--- src/scc_defines.svh ---
// Constants for the serial configuration command interpreter
`ifndef SCC_DEFINES_SVH
`define SCC_DEFINES_SVH

// Line framing characters and the echo-on value character
`define SCC_CR 8'h0d
`define SCC_LF 8'h0a
`define SCC_ECHO_ON_CHAR 8'h31

// Two-letter command codes, first letter in the upper byte
`define SCC_PARAM_SP_CMD 16'h5350
`define SCC_ECHO_CONTROL_CMD 16'h4543
`define SCC_LOCAL_IP_CMD 16'h4c49
`define SCC_SAVE_PARAMS_CMD 16'h5356
`define SCC_REBOOT_CMD 16'h5254
`define SCC_EXIT_CONFIG_CMD 16'h4558

// Parameter slots
`define SCC_NUM_PARAMS 3
`define SCC_IDX_SP 2'h0
`define SCC_IDX_EC 2'h1
`define SCC_IDX_LI 2'h2
`define SCC_IDX_NONE 2'h3

// Buffer sizes in characters
`define SCC_VAL_MAX 16
`define SCC_LINE_MAX 18
`define SCC_TX_MAX 20

// Reset values, last character in the low byte
`define SCC_SP_RESET 128'h313130
`define SCC_SP_RESET_LEN 5'h03
`define SCC_EC_RESET 128'h30
`define SCC_EC_RESET_LEN 5'h01
`define SCC_LI_RESET "192.168.11.2"
`define SCC_LI_RESET_LEN 5'h0c

// Reboot display text with its line end
`define SCC_REBOOT_TEXT 64'h5245424f4f540d0a
`define SCC_REBOOT_TEXT_LEN 5'h08

// Default software trigger code
`define SCC_TRIG_CODE 24'h2b2b2b

// Start-up time before the trigger strap is taken
`define SCC_CLK_PERIOD_NS 25
`define SCC_BOOT_TIME_NS 70000000
`define SCC_BOOT_CYCLES (`SCC_BOOT_TIME_NS / `SCC_CLK_PERIOD_NS)

`endif

--- src/scc_pkg.sv ---
// Types for the serial configuration command interpreter
`include "scc_defines.svh"

package scc_pkg;

  typedef enum logic [1:0] {
    ST_BOOT,
    ST_NORMAL,
    ST_CONFIG
  } scc_mode_type;

  typedef struct packed {
    scc_mode_type mode;
    logic [21:0] boot_cnt;
    logic in_config;
    logic echo_act;
    logic [`SCC_NUM_PARAMS-1:0][`SCC_VAL_MAX-1:0][7:0] pval;
    logic [`SCC_NUM_PARAMS-1:0][4:0] plen;
    logic [`SCC_LINE_MAX-1:0][7:0] lbuf;
    logic [4:0] llen;
    logic lcr;
    logic lbad;
    logic [15:0] trig_sh;
    logic [`SCC_TX_MAX-1:0][7:0] tx_buf;
    logic [4:0] tx_len;
    logic [4:0] tx_idx;
    logic tx_valid;
    logic [7:0] tx_data;
    logic save_req;
    logic reboot_req;
    logic close_conn;
    logic trig_out;
    logic trig_oe;
  } scc_state_type;

endpackage : scc_pkg

--- src/scc_command_mode.sv ---
// Serial configuration command interpreter with trigger pin handling
`timescale 1ns/1ps
`include "scc_defines.svh"

// Overview of operation
// - Query echoes code, value, CR LF; set silent
// - Save command pulses storage write, no reply
// - Reboot applies echo setting, restarts, prints reboot text
// - Exit command leaves configuration mode silently
// - Enter by strap at reset or code
// - Entering configuration closes network data connection
// - Echo received characters in configuration mode when echo enabled and no response line is pending
// - Pin low while connected, high when closed
// - Pin input at start-up, output afterwards
module scc_command_mode #(
  parameter int INIT_CYCLES = `SCC_BOOT_CYCLES,
  parameter logic [23:0] TRIG_CODE = `SCC_TRIG_CODE
) (
  input wire logic ref_clk,
  input wire logic rstn,
  input wire logic rx_valid,
  input wire logic [7:0] rx_data,
  input wire logic tx_ready,
  input wire logic link_up,
  input wire logic config_trigger_pin_in,
  output logic tx_valid,
  output logic [7:0] tx_data,
  output logic config_trigger_pin_out,
  output logic config_trigger_pin_oe,
  output logic in_config,
  output logic close_conn,
  output logic save_req,
  output logic reboot_req
);
  import scc_pkg::*;

  scc_state_type s;
  scc_state_type next_s;

  // Map a command code to its parameter slot
  function automatic logic [1:0] param_index(input logic [15:0] code);
    case (code)
      `SCC_PARAM_SP_CMD: param_index = `SCC_IDX_SP;
      `SCC_ECHO_CONTROL_CMD: param_index = `SCC_IDX_EC;
      `SCC_LOCAL_IP_CMD: param_index = `SCC_IDX_LI;
      default: param_index = `SCC_IDX_NONE;
    endcase
  endfunction : param_index

  // Decode of the line held, shared by next-state logic and checks
  logic rx_cfg;
  logic line_end;
  logic [15:0] code;
  logic [1:0] pidx;
  logic exec_query;
  logic exec_set;
  logic exec_save;
  logic exec_reboot;
  logic exec_exit;
  logic sw_trig;

  assign rx_cfg = rx_valid && (s.mode == ST_CONFIG);
  assign line_end = rx_cfg && (rx_data == `SCC_LF) && s.lcr && !s.lbad && (s.llen >= 5'h02);
  assign code = (s.llen >= 5'h02) ? {s.lbuf[s.llen - 5'h01], s.lbuf[s.llen - 5'h02]} : 16'h0000;
  assign pidx = param_index(code);
  assign exec_query = line_end && (s.llen == 5'h02) && (pidx != `SCC_IDX_NONE);
  assign exec_set = line_end && (s.llen > 5'h02) && (pidx != `SCC_IDX_NONE);
  assign exec_save = line_end && (s.llen == 5'h02) && (code == `SCC_SAVE_PARAMS_CMD);
  assign exec_reboot = line_end && (s.llen == 5'h02) && (code == `SCC_REBOOT_CMD);
  assign exec_exit = line_end && (s.llen == 5'h02) && (code == `SCC_EXIT_CONFIG_CMD);
  assign sw_trig = rx_valid && (s.mode == ST_NORMAL) && ({s.trig_sh, rx_data} == TRIG_CODE);

  // Next state; a response line owns the transmitter until it is sent
  always_comb begin
    next_s = s;
    next_s.save_req = 1'b0;
    next_s.reboot_req = 1'b0;
    next_s.close_conn = 1'b0;
    // Pin reports link state only once start-up is over
    next_s.trig_out = !link_up;
    // Transmit engine
    if (s.tx_valid && tx_ready) begin
      next_s.tx_valid = 1'b0;
    end
    if (!next_s.tx_valid && (s.tx_len != 5'h00)) begin
      if (s.tx_idx == s.tx_len) begin
        next_s.tx_len = 5'h00;
        next_s.tx_idx = 5'h00;
      end else begin
        next_s.tx_valid = 1'b1;
        next_s.tx_data = s.tx_buf[s.tx_len - 5'h01 - s.tx_idx];
        next_s.tx_idx = s.tx_idx + 5'h01;
      end
    end
    case (s.mode)
      ST_BOOT: begin
        // Pin stays an input until the strap has been taken
        next_s.trig_oe = 1'b0;
        next_s.boot_cnt = s.boot_cnt + 22'h000001;
        if (s.boot_cnt == 22'(INIT_CYCLES - 1)) begin
          next_s.boot_cnt = 22'h000000;
          next_s.trig_oe = 1'b1;
          if (!config_trigger_pin_in) begin
            next_s.mode = ST_CONFIG;
            next_s.in_config = 1'b1;
            next_s.close_conn = 1'b1;
          end else begin
            next_s.mode = ST_NORMAL;
          end
        end
      end
      ST_NORMAL: begin
        // Watch the byte stream for the trigger code
        if (rx_valid) begin
          next_s.trig_sh = {s.trig_sh[7:0], rx_data};
        end
        if (sw_trig) begin
          next_s.mode = ST_CONFIG;
          next_s.in_config = 1'b1;
          next_s.close_conn = 1'b1;
          next_s.trig_sh = 16'h0000;
          next_s.llen = 5'h00;
          next_s.lcr = 1'b0;
          next_s.lbad = 1'b0;
        end
      end
      ST_CONFIG: begin
        // Echo only when no response line is pending, so replies never interleave
        if (rx_cfg && s.echo_act && (s.tx_len == 5'h00) && !next_s.tx_valid) begin
          next_s.tx_valid = 1'b1;
          next_s.tx_data = rx_data;
        end
        if (rx_cfg) begin
          if (rx_data == `SCC_LF) begin
            // Any LF closes the line; only a CR LF pair executes, a bare LF drops it
            next_s.llen = 5'h00;
            next_s.lcr = 1'b0;
            next_s.lbad = 1'b0;
          end else if (rx_data == `SCC_CR) begin
            next_s.lcr = 1'b1;
          end else begin
            next_s.lcr = 1'b0;
            if (s.llen == 5'(`SCC_LINE_MAX)) begin
              next_s.lbad = 1'b1;
            end else begin
              next_s.lbuf = {s.lbuf[`SCC_LINE_MAX-2:0], rx_data};
              next_s.llen = s.llen + 5'h01;
            end
          end
        end
        if (exec_query) begin
          next_s.tx_buf = {16'h0000, s.pval[pidx], `SCC_CR, `SCC_LF};
          next_s.tx_buf[s.plen[pidx] + 5'h02] = code[7:0];
          next_s.tx_buf[s.plen[pidx] + 5'h03] = code[15:8];
          next_s.tx_len = s.plen[pidx] + 5'h04;
          next_s.tx_idx = 5'h00;
        end
        if (exec_set) begin
          // Data is the low part of the line; the length bounds what is read
          next_s.pval[pidx] = s.lbuf[`SCC_VAL_MAX-1:0];
          next_s.plen[pidx] = s.llen - 5'h02;
        end
        if (exec_save) begin
          next_s.save_req = 1'b1;
        end
        if (exec_reboot) begin
          next_s.reboot_req = 1'b1;
          next_s.echo_act = (s.pval[`SCC_IDX_EC][0] == `SCC_ECHO_ON_CHAR);
          next_s.tx_buf = {96'h0, `SCC_REBOOT_TEXT};
          next_s.tx_len = `SCC_REBOOT_TEXT_LEN;
          next_s.tx_idx = 5'h00;
          next_s.mode = ST_BOOT;
          next_s.in_config = 1'b0;
          next_s.trig_oe = 1'b0;
        end
        if (exec_exit) begin
          next_s.mode = ST_NORMAL;
          next_s.in_config = 1'b0;
        end
      end
      default: begin
        next_s.mode = ST_BOOT;
      end
    endcase
  end

  // State register; parameters reset to their factory values
  always_ff @(posedge ref_clk or negedge rstn) begin
    if (!rstn) begin
      s <= '0;
      s.mode <= ST_BOOT;
      s.trig_out <= 1'b1;
      s.pval[`SCC_IDX_SP] <= `SCC_SP_RESET;
      s.plen[`SCC_IDX_SP] <= `SCC_SP_RESET_LEN;
      s.pval[`SCC_IDX_EC] <= `SCC_EC_RESET;
      s.plen[`SCC_IDX_EC] <= `SCC_EC_RESET_LEN;
      s.pval[`SCC_IDX_LI] <= 128'(`SCC_LI_RESET);
      s.plen[`SCC_IDX_LI] <= `SCC_LI_RESET_LEN;
    end else begin
      s <= next_s;
    end
  end

  // Outputs straight from the state register
  assign tx_valid = s.tx_valid;
  assign tx_data = s.tx_data;
  assign config_trigger_pin_out = s.trig_out;
  assign config_trigger_pin_oe = s.trig_oe;
  assign in_config = s.in_config;
  assign close_conn = s.close_conn;
  assign save_req = s.save_req;
  assign reboot_req = s.reboot_req;
endmodule : scc_command_mode

--- config.mk ---
export PLATFORM = sky130hd
export DESIGN_NAME = scc_command_mode
export DESIGN_NICKNAME = d
export VERILOG_FILES = /design/src/scc_pkg.sv /design/src/scc_command_mode.sv
export VERILOG_INCLUDE_DIRS = /design/src
export SDC_FILE = /design/constraint.sdc
export NUM_CORES = 2
export LEC_CHECK = 0
export BUFFER_PORTS_ARGS = -buffer_cell sky130_fd_sc_hd__buf_2
export CAP_MARGIN = 20
export CORE_MARGIN = 2
export CORE_UTILIZATION = 35
export CTS_CLUSTER_SIZE = 16
export DETAILED_ROUTE_END_ITERATION = 12
export PLACE_DENSITY_LB_ADDON = 0.08
export SYNTH_ARGS = -nofsm -noshare
export SYNTH_HDL_FRONTEND = slang
export SYNTH_SLANG_ARGS = --single-unit
--- constraint.sdc ---
create_clock -name ref_clk -period 5.8 [get_ports ref_clk]
set_input_delay 0.87 -clock ref_clk [delete_from_list [all_inputs] [get_ports ref_clk]]
set_output_delay 0.87 -clock ref_clk [all_outputs]
set_load 0.01 [all_outputs]
==> results_dict.tcl <==
set metrics [dict create \
    yosys.area_share.simple_pct 9.69 \
    clock_latency_ns 0.70 \
    synth.distinct_cells 96 \
    place_hpwl_mm 115 \
    path_buf_inv 6 \
    port-buffer-count 28 \
    synthMuxAreaShare_pct 24.0 \
    hold_slack_ns 0.209 \
    clk_path_buf_depth 3 \
    fin_crit_ns 5.64 \
    tightest_slew_ns 1.48 \
    seq_power_share_pct 43.7 \
    worst_setup_path_end_kind "register" \
    vias 29300 \
    crit_type "register to register" \
    combPwrFrac_pct 9.8 \
    synth.area.top_cells "dfrtp_1, mux2_2, mux4_2" \
    overflow 0 \
    synthArstFlopShare_pct 100 \
    reg2reg_depth 19 \
    total_power_mw 12.7 \
    crit_chain "inv_2 -> buf_4 -> ha_4 -> xor2_4 -> buf_12 -> mux4_2 -> and2_1 -> a211o_1 -> nand3_1 -> buf_4 -> or4_1 -> nor4_4 -> buf_4 -> buf_4 -> a222oi_1 -> xor2_1 -> or4_4 -> and2_0 -> a21o_1" \
    netSwitchingPower_mw 3.30 \
    drc 0 \
    yosysWarnings 0 \
    initialDrtViolationCount 3074 \
    core-area_um2 109000 \
    cp_common_cell "buf_4" \
    hold_path.class "input pin to async pin" \
    synth_top_family_by_area "multiplexers" \
    period_share_pct 97.3 \
    status "finished, final reports clean" \
    antenna_found_initial 22 \
    clock-sinks 776 \
    fmax_ghz 0.177 \
    ant_nets 0 \
    cap_violations 0 \
    synth_compound_area_share_pct 11.0 \
    cp-start-kind "register" \
    cts-root-buf "clkbuf_16" \
    drt-total-wl_mm 160 \
    drv_slew 0 \
    netSwitchingFraction_pct 26.0 \
    grt_pass1_wl_mm 227 \
    cts.clk_slew.worst_paths_ns 0.08 \
    first_pass_iters 7 \
    dieArea_um2 113000 \
    initial_utilization_pct 35.4 \
    cts_inserted_buffers 93 \
    avgSynthCellArea_um2 12.0 \
    skew_ns 0.0395 \
    die_height_um 336 \
    cts_tree "done" \
    syn_to_final_growth_pct 18.3 \
    synth_top_area_share_pct 46.7 \
    final-hold-violation-count 0 \
    leakagePower_nw 21.2 \
    ys.flop_type "dfrtp_1" \
    vias_per_cell 5.97 \
    preCtsSetupSlack_ns -0.465 \
    slowest_stage "a222oi_1" \
    synth-xor-area-share_pct 1.15 \
    grt_pass1_vias 29700 \
    vdd_drop_max_mv 0.245 \
    layout.nets 3444 \
    worst_slack_ns 0.155 \
    p_int_mw 9.39 \
    setup_viol 0 \
    rows 121 \
    path_max_fanout 25 \
    htree_num_levels 3 \
    required_ns 6.36 \
    track_usage_pct 28.1 \
    synth_edf_count 0 \
    critical_path_cell_count 19 \
    path_delay_family "compound AO/OA/AOI/OAI gates" \
    fill_cells 10300 \
    ys_ff_latch 776 \
    synth_most_common_cell "dfrtp_1" \
    io_pins 29 \
    critPathMaxStageDelay_ns 1.03 \
    yosys-top-cells-count "dfrtp_1, mux2_2, nand2_1, clkbuf_1, o21ai_0" \
    grt_max_degree 156 \
    synth_nets 3240 \
    synthAdderAreaFrac_pct 0.701 \
    clock_power_share_pct 46.5 \
    multiInputGateArea_um2 18200 \
    gp_congestion 0.940 \
    synth-seq-area-share_pct 50.6 \
    syn_area_um2 38600 \
    drive_gt1_share_pct 37.9 \
    area.sequential_um2 19500 \
    fp.dieW_um 336 \
    wire_per_inst_um 32.6 \
    syn_inst 3205 \
    cp.arrival_ns 6.20 \
    synth_largest_area_cell "dfrtp_1" \
    power_density_nw_per_um2 278 \
    timing.slew.headroom_pct 1.53 \
]
power by group through the flow:
stage / logic, mW / registers, mW / clock network [mW]
floorplan: 0.741 / 5.63 / 0
global placement: 1.24 / 5.64 / 0
detailed placement: 1.24 / 5.64 / 0
CTS: 1.25 / 5.55 / 6.03
global route: 1.33 / 5.56 / 6.26
finish: 1.24 / 5.55 / 5.90
final cells by class:
| cell class | count | share of cell area, % |
|---|---|---|
| flip-flops and latches | 776 | 42.7 |
| multi-input cells | 2171 | 40.0 |
| repair buffers | 332 | 6.34 |
| clock buffers | 144 | 6.14 |
| well taps | 1414 | 3.88 |
| clock inverters | 30 | 0.634 |
| inverters | 35 | 0.299 |
| diodes | 2 | 0.0110 |
per-stage QoR:
stage / utilization, % / std cells / TNS [ns] / instance area [µm²]
final: 41.8 / 4904 / 0 / 45600
after global routing: 41.8 / 4902 / -0.0189 / 45600
after CTS: 41.6 / 4890 / 0 / 45400
after detailed placement: 38.8 / 4716 / -31.04 / 42300
after global placement: 38.8 / 4715 / -21.74 / 42200
after floorplan: - / 3205 / 0 / 38600
sequential cells by signal, summed over array words and instances, names as in the netlist:
| register | count |
|---|---|
| config_trigger_pin_out | 1 |
| close_conn | 1 |
| reboot_req | 1 |
| in_config | 1 |
| save_req | 1 |
| config_trigger_pin_oe | 1 |
| s | 761 |
| tx_data | 8 |
| tx_valid | 1 |
worst reg2reg max path, stage by stage (launching register included):
cell and delay (ns):
dfrtp_1 0.39, inv_2 0.06, buf_4 0.21, ha_4 0.22
xor2_4 0.20, buf_12 0.22, mux4_2 0.34, and2_1 0.18
a211o_1 0.31, nand3_1 0.12, buf_4 0.19, or4_1 0.27
nor4_4 0.05, buf_4 0.18, buf_4 0.26, a222oi_1 1.04
xor2_1 0.27, or4_4 0.48, and2_0 0.32, a21o_1 0.22
layout by cell type, fill, tap and decap left out, drive strengths merged, types with 10 or more instances in the layout:
cell type and n:
dfrtp 719, mux2 617, buf 328, nand2 268
o21ai 186, clkbuf 148, nor2 120, a222oi 115
a21oi 91, nand3 80, mux2i 74, mux4 69
dfstp 57, and3 40, inv 38, nor3 34
nand4 31, a22oi 30, o21a 26, xnor2 25
or3 24, a21o 22, xor2 22, clkinv 21
nor4 21, ha 20, and2 19, nor2b 18
or2 18, nand2b 16, or4 16, o221ai 15
a31oi 12, a22o 12, o22ai 10
final timing paths:
path | startpoint | endpoint | slack (ns)
min reg2reg | s[199]$_DFFE_PN0P_ | s[199]$_DFFE_PN0P_ | 0.47
max reg2reg | s[203]$_DFFE_PN0P_ | s[60]$_DFFE_PN0P_ | 0.16
min | rstn | s[72]$_DFFE_PN0P_ | 0.21
max | s[203]$_DFFE_PN0P_ | s[60]$_DFFE_PN0P_ | 0.16
min in group ref_clk | link_up | config_trigger_pin_out$_DFF_PN1_ | 0.31
max in group asynchronous | rstn | s[497]$_DFFE_PN0P_ | 4.10
cells by family after synthesis:
logic type               after synthesis
flip-flops                           776
buffers and inverters                258
AO/OA/AOI/OAI                        602
multiplexers                         760
XOR/XNOR                              47
adder cells (fa/ha/maj)               21
AND/OR/NAND/NOR                      741
per-layer routing:
layer | vias to the layer above | part of all wire, % | track usage [%]
met2 | 967 | 45 | 44.0
met4 | 14 | 3.2 | 8.34
met3 | 244 | 6.3 | 5.48
li1 | 12500 | - | -
met5 | - | 0.062 | 0
met1 | 15600 | 45 | 39.4
timing repair:
| action | in CTS | in global routing |
|---|---|---|
| cloned | 0 | 3 |
| resized for setup | 5 | 26 |
| setup endpoints to repair | 147 | 122 |
| buffers inserted | 0 | 8 |
| pin swaps | 0 | 3 |
| hold buffers | 0 | 0 |
(Power assumes the default switching activity.)
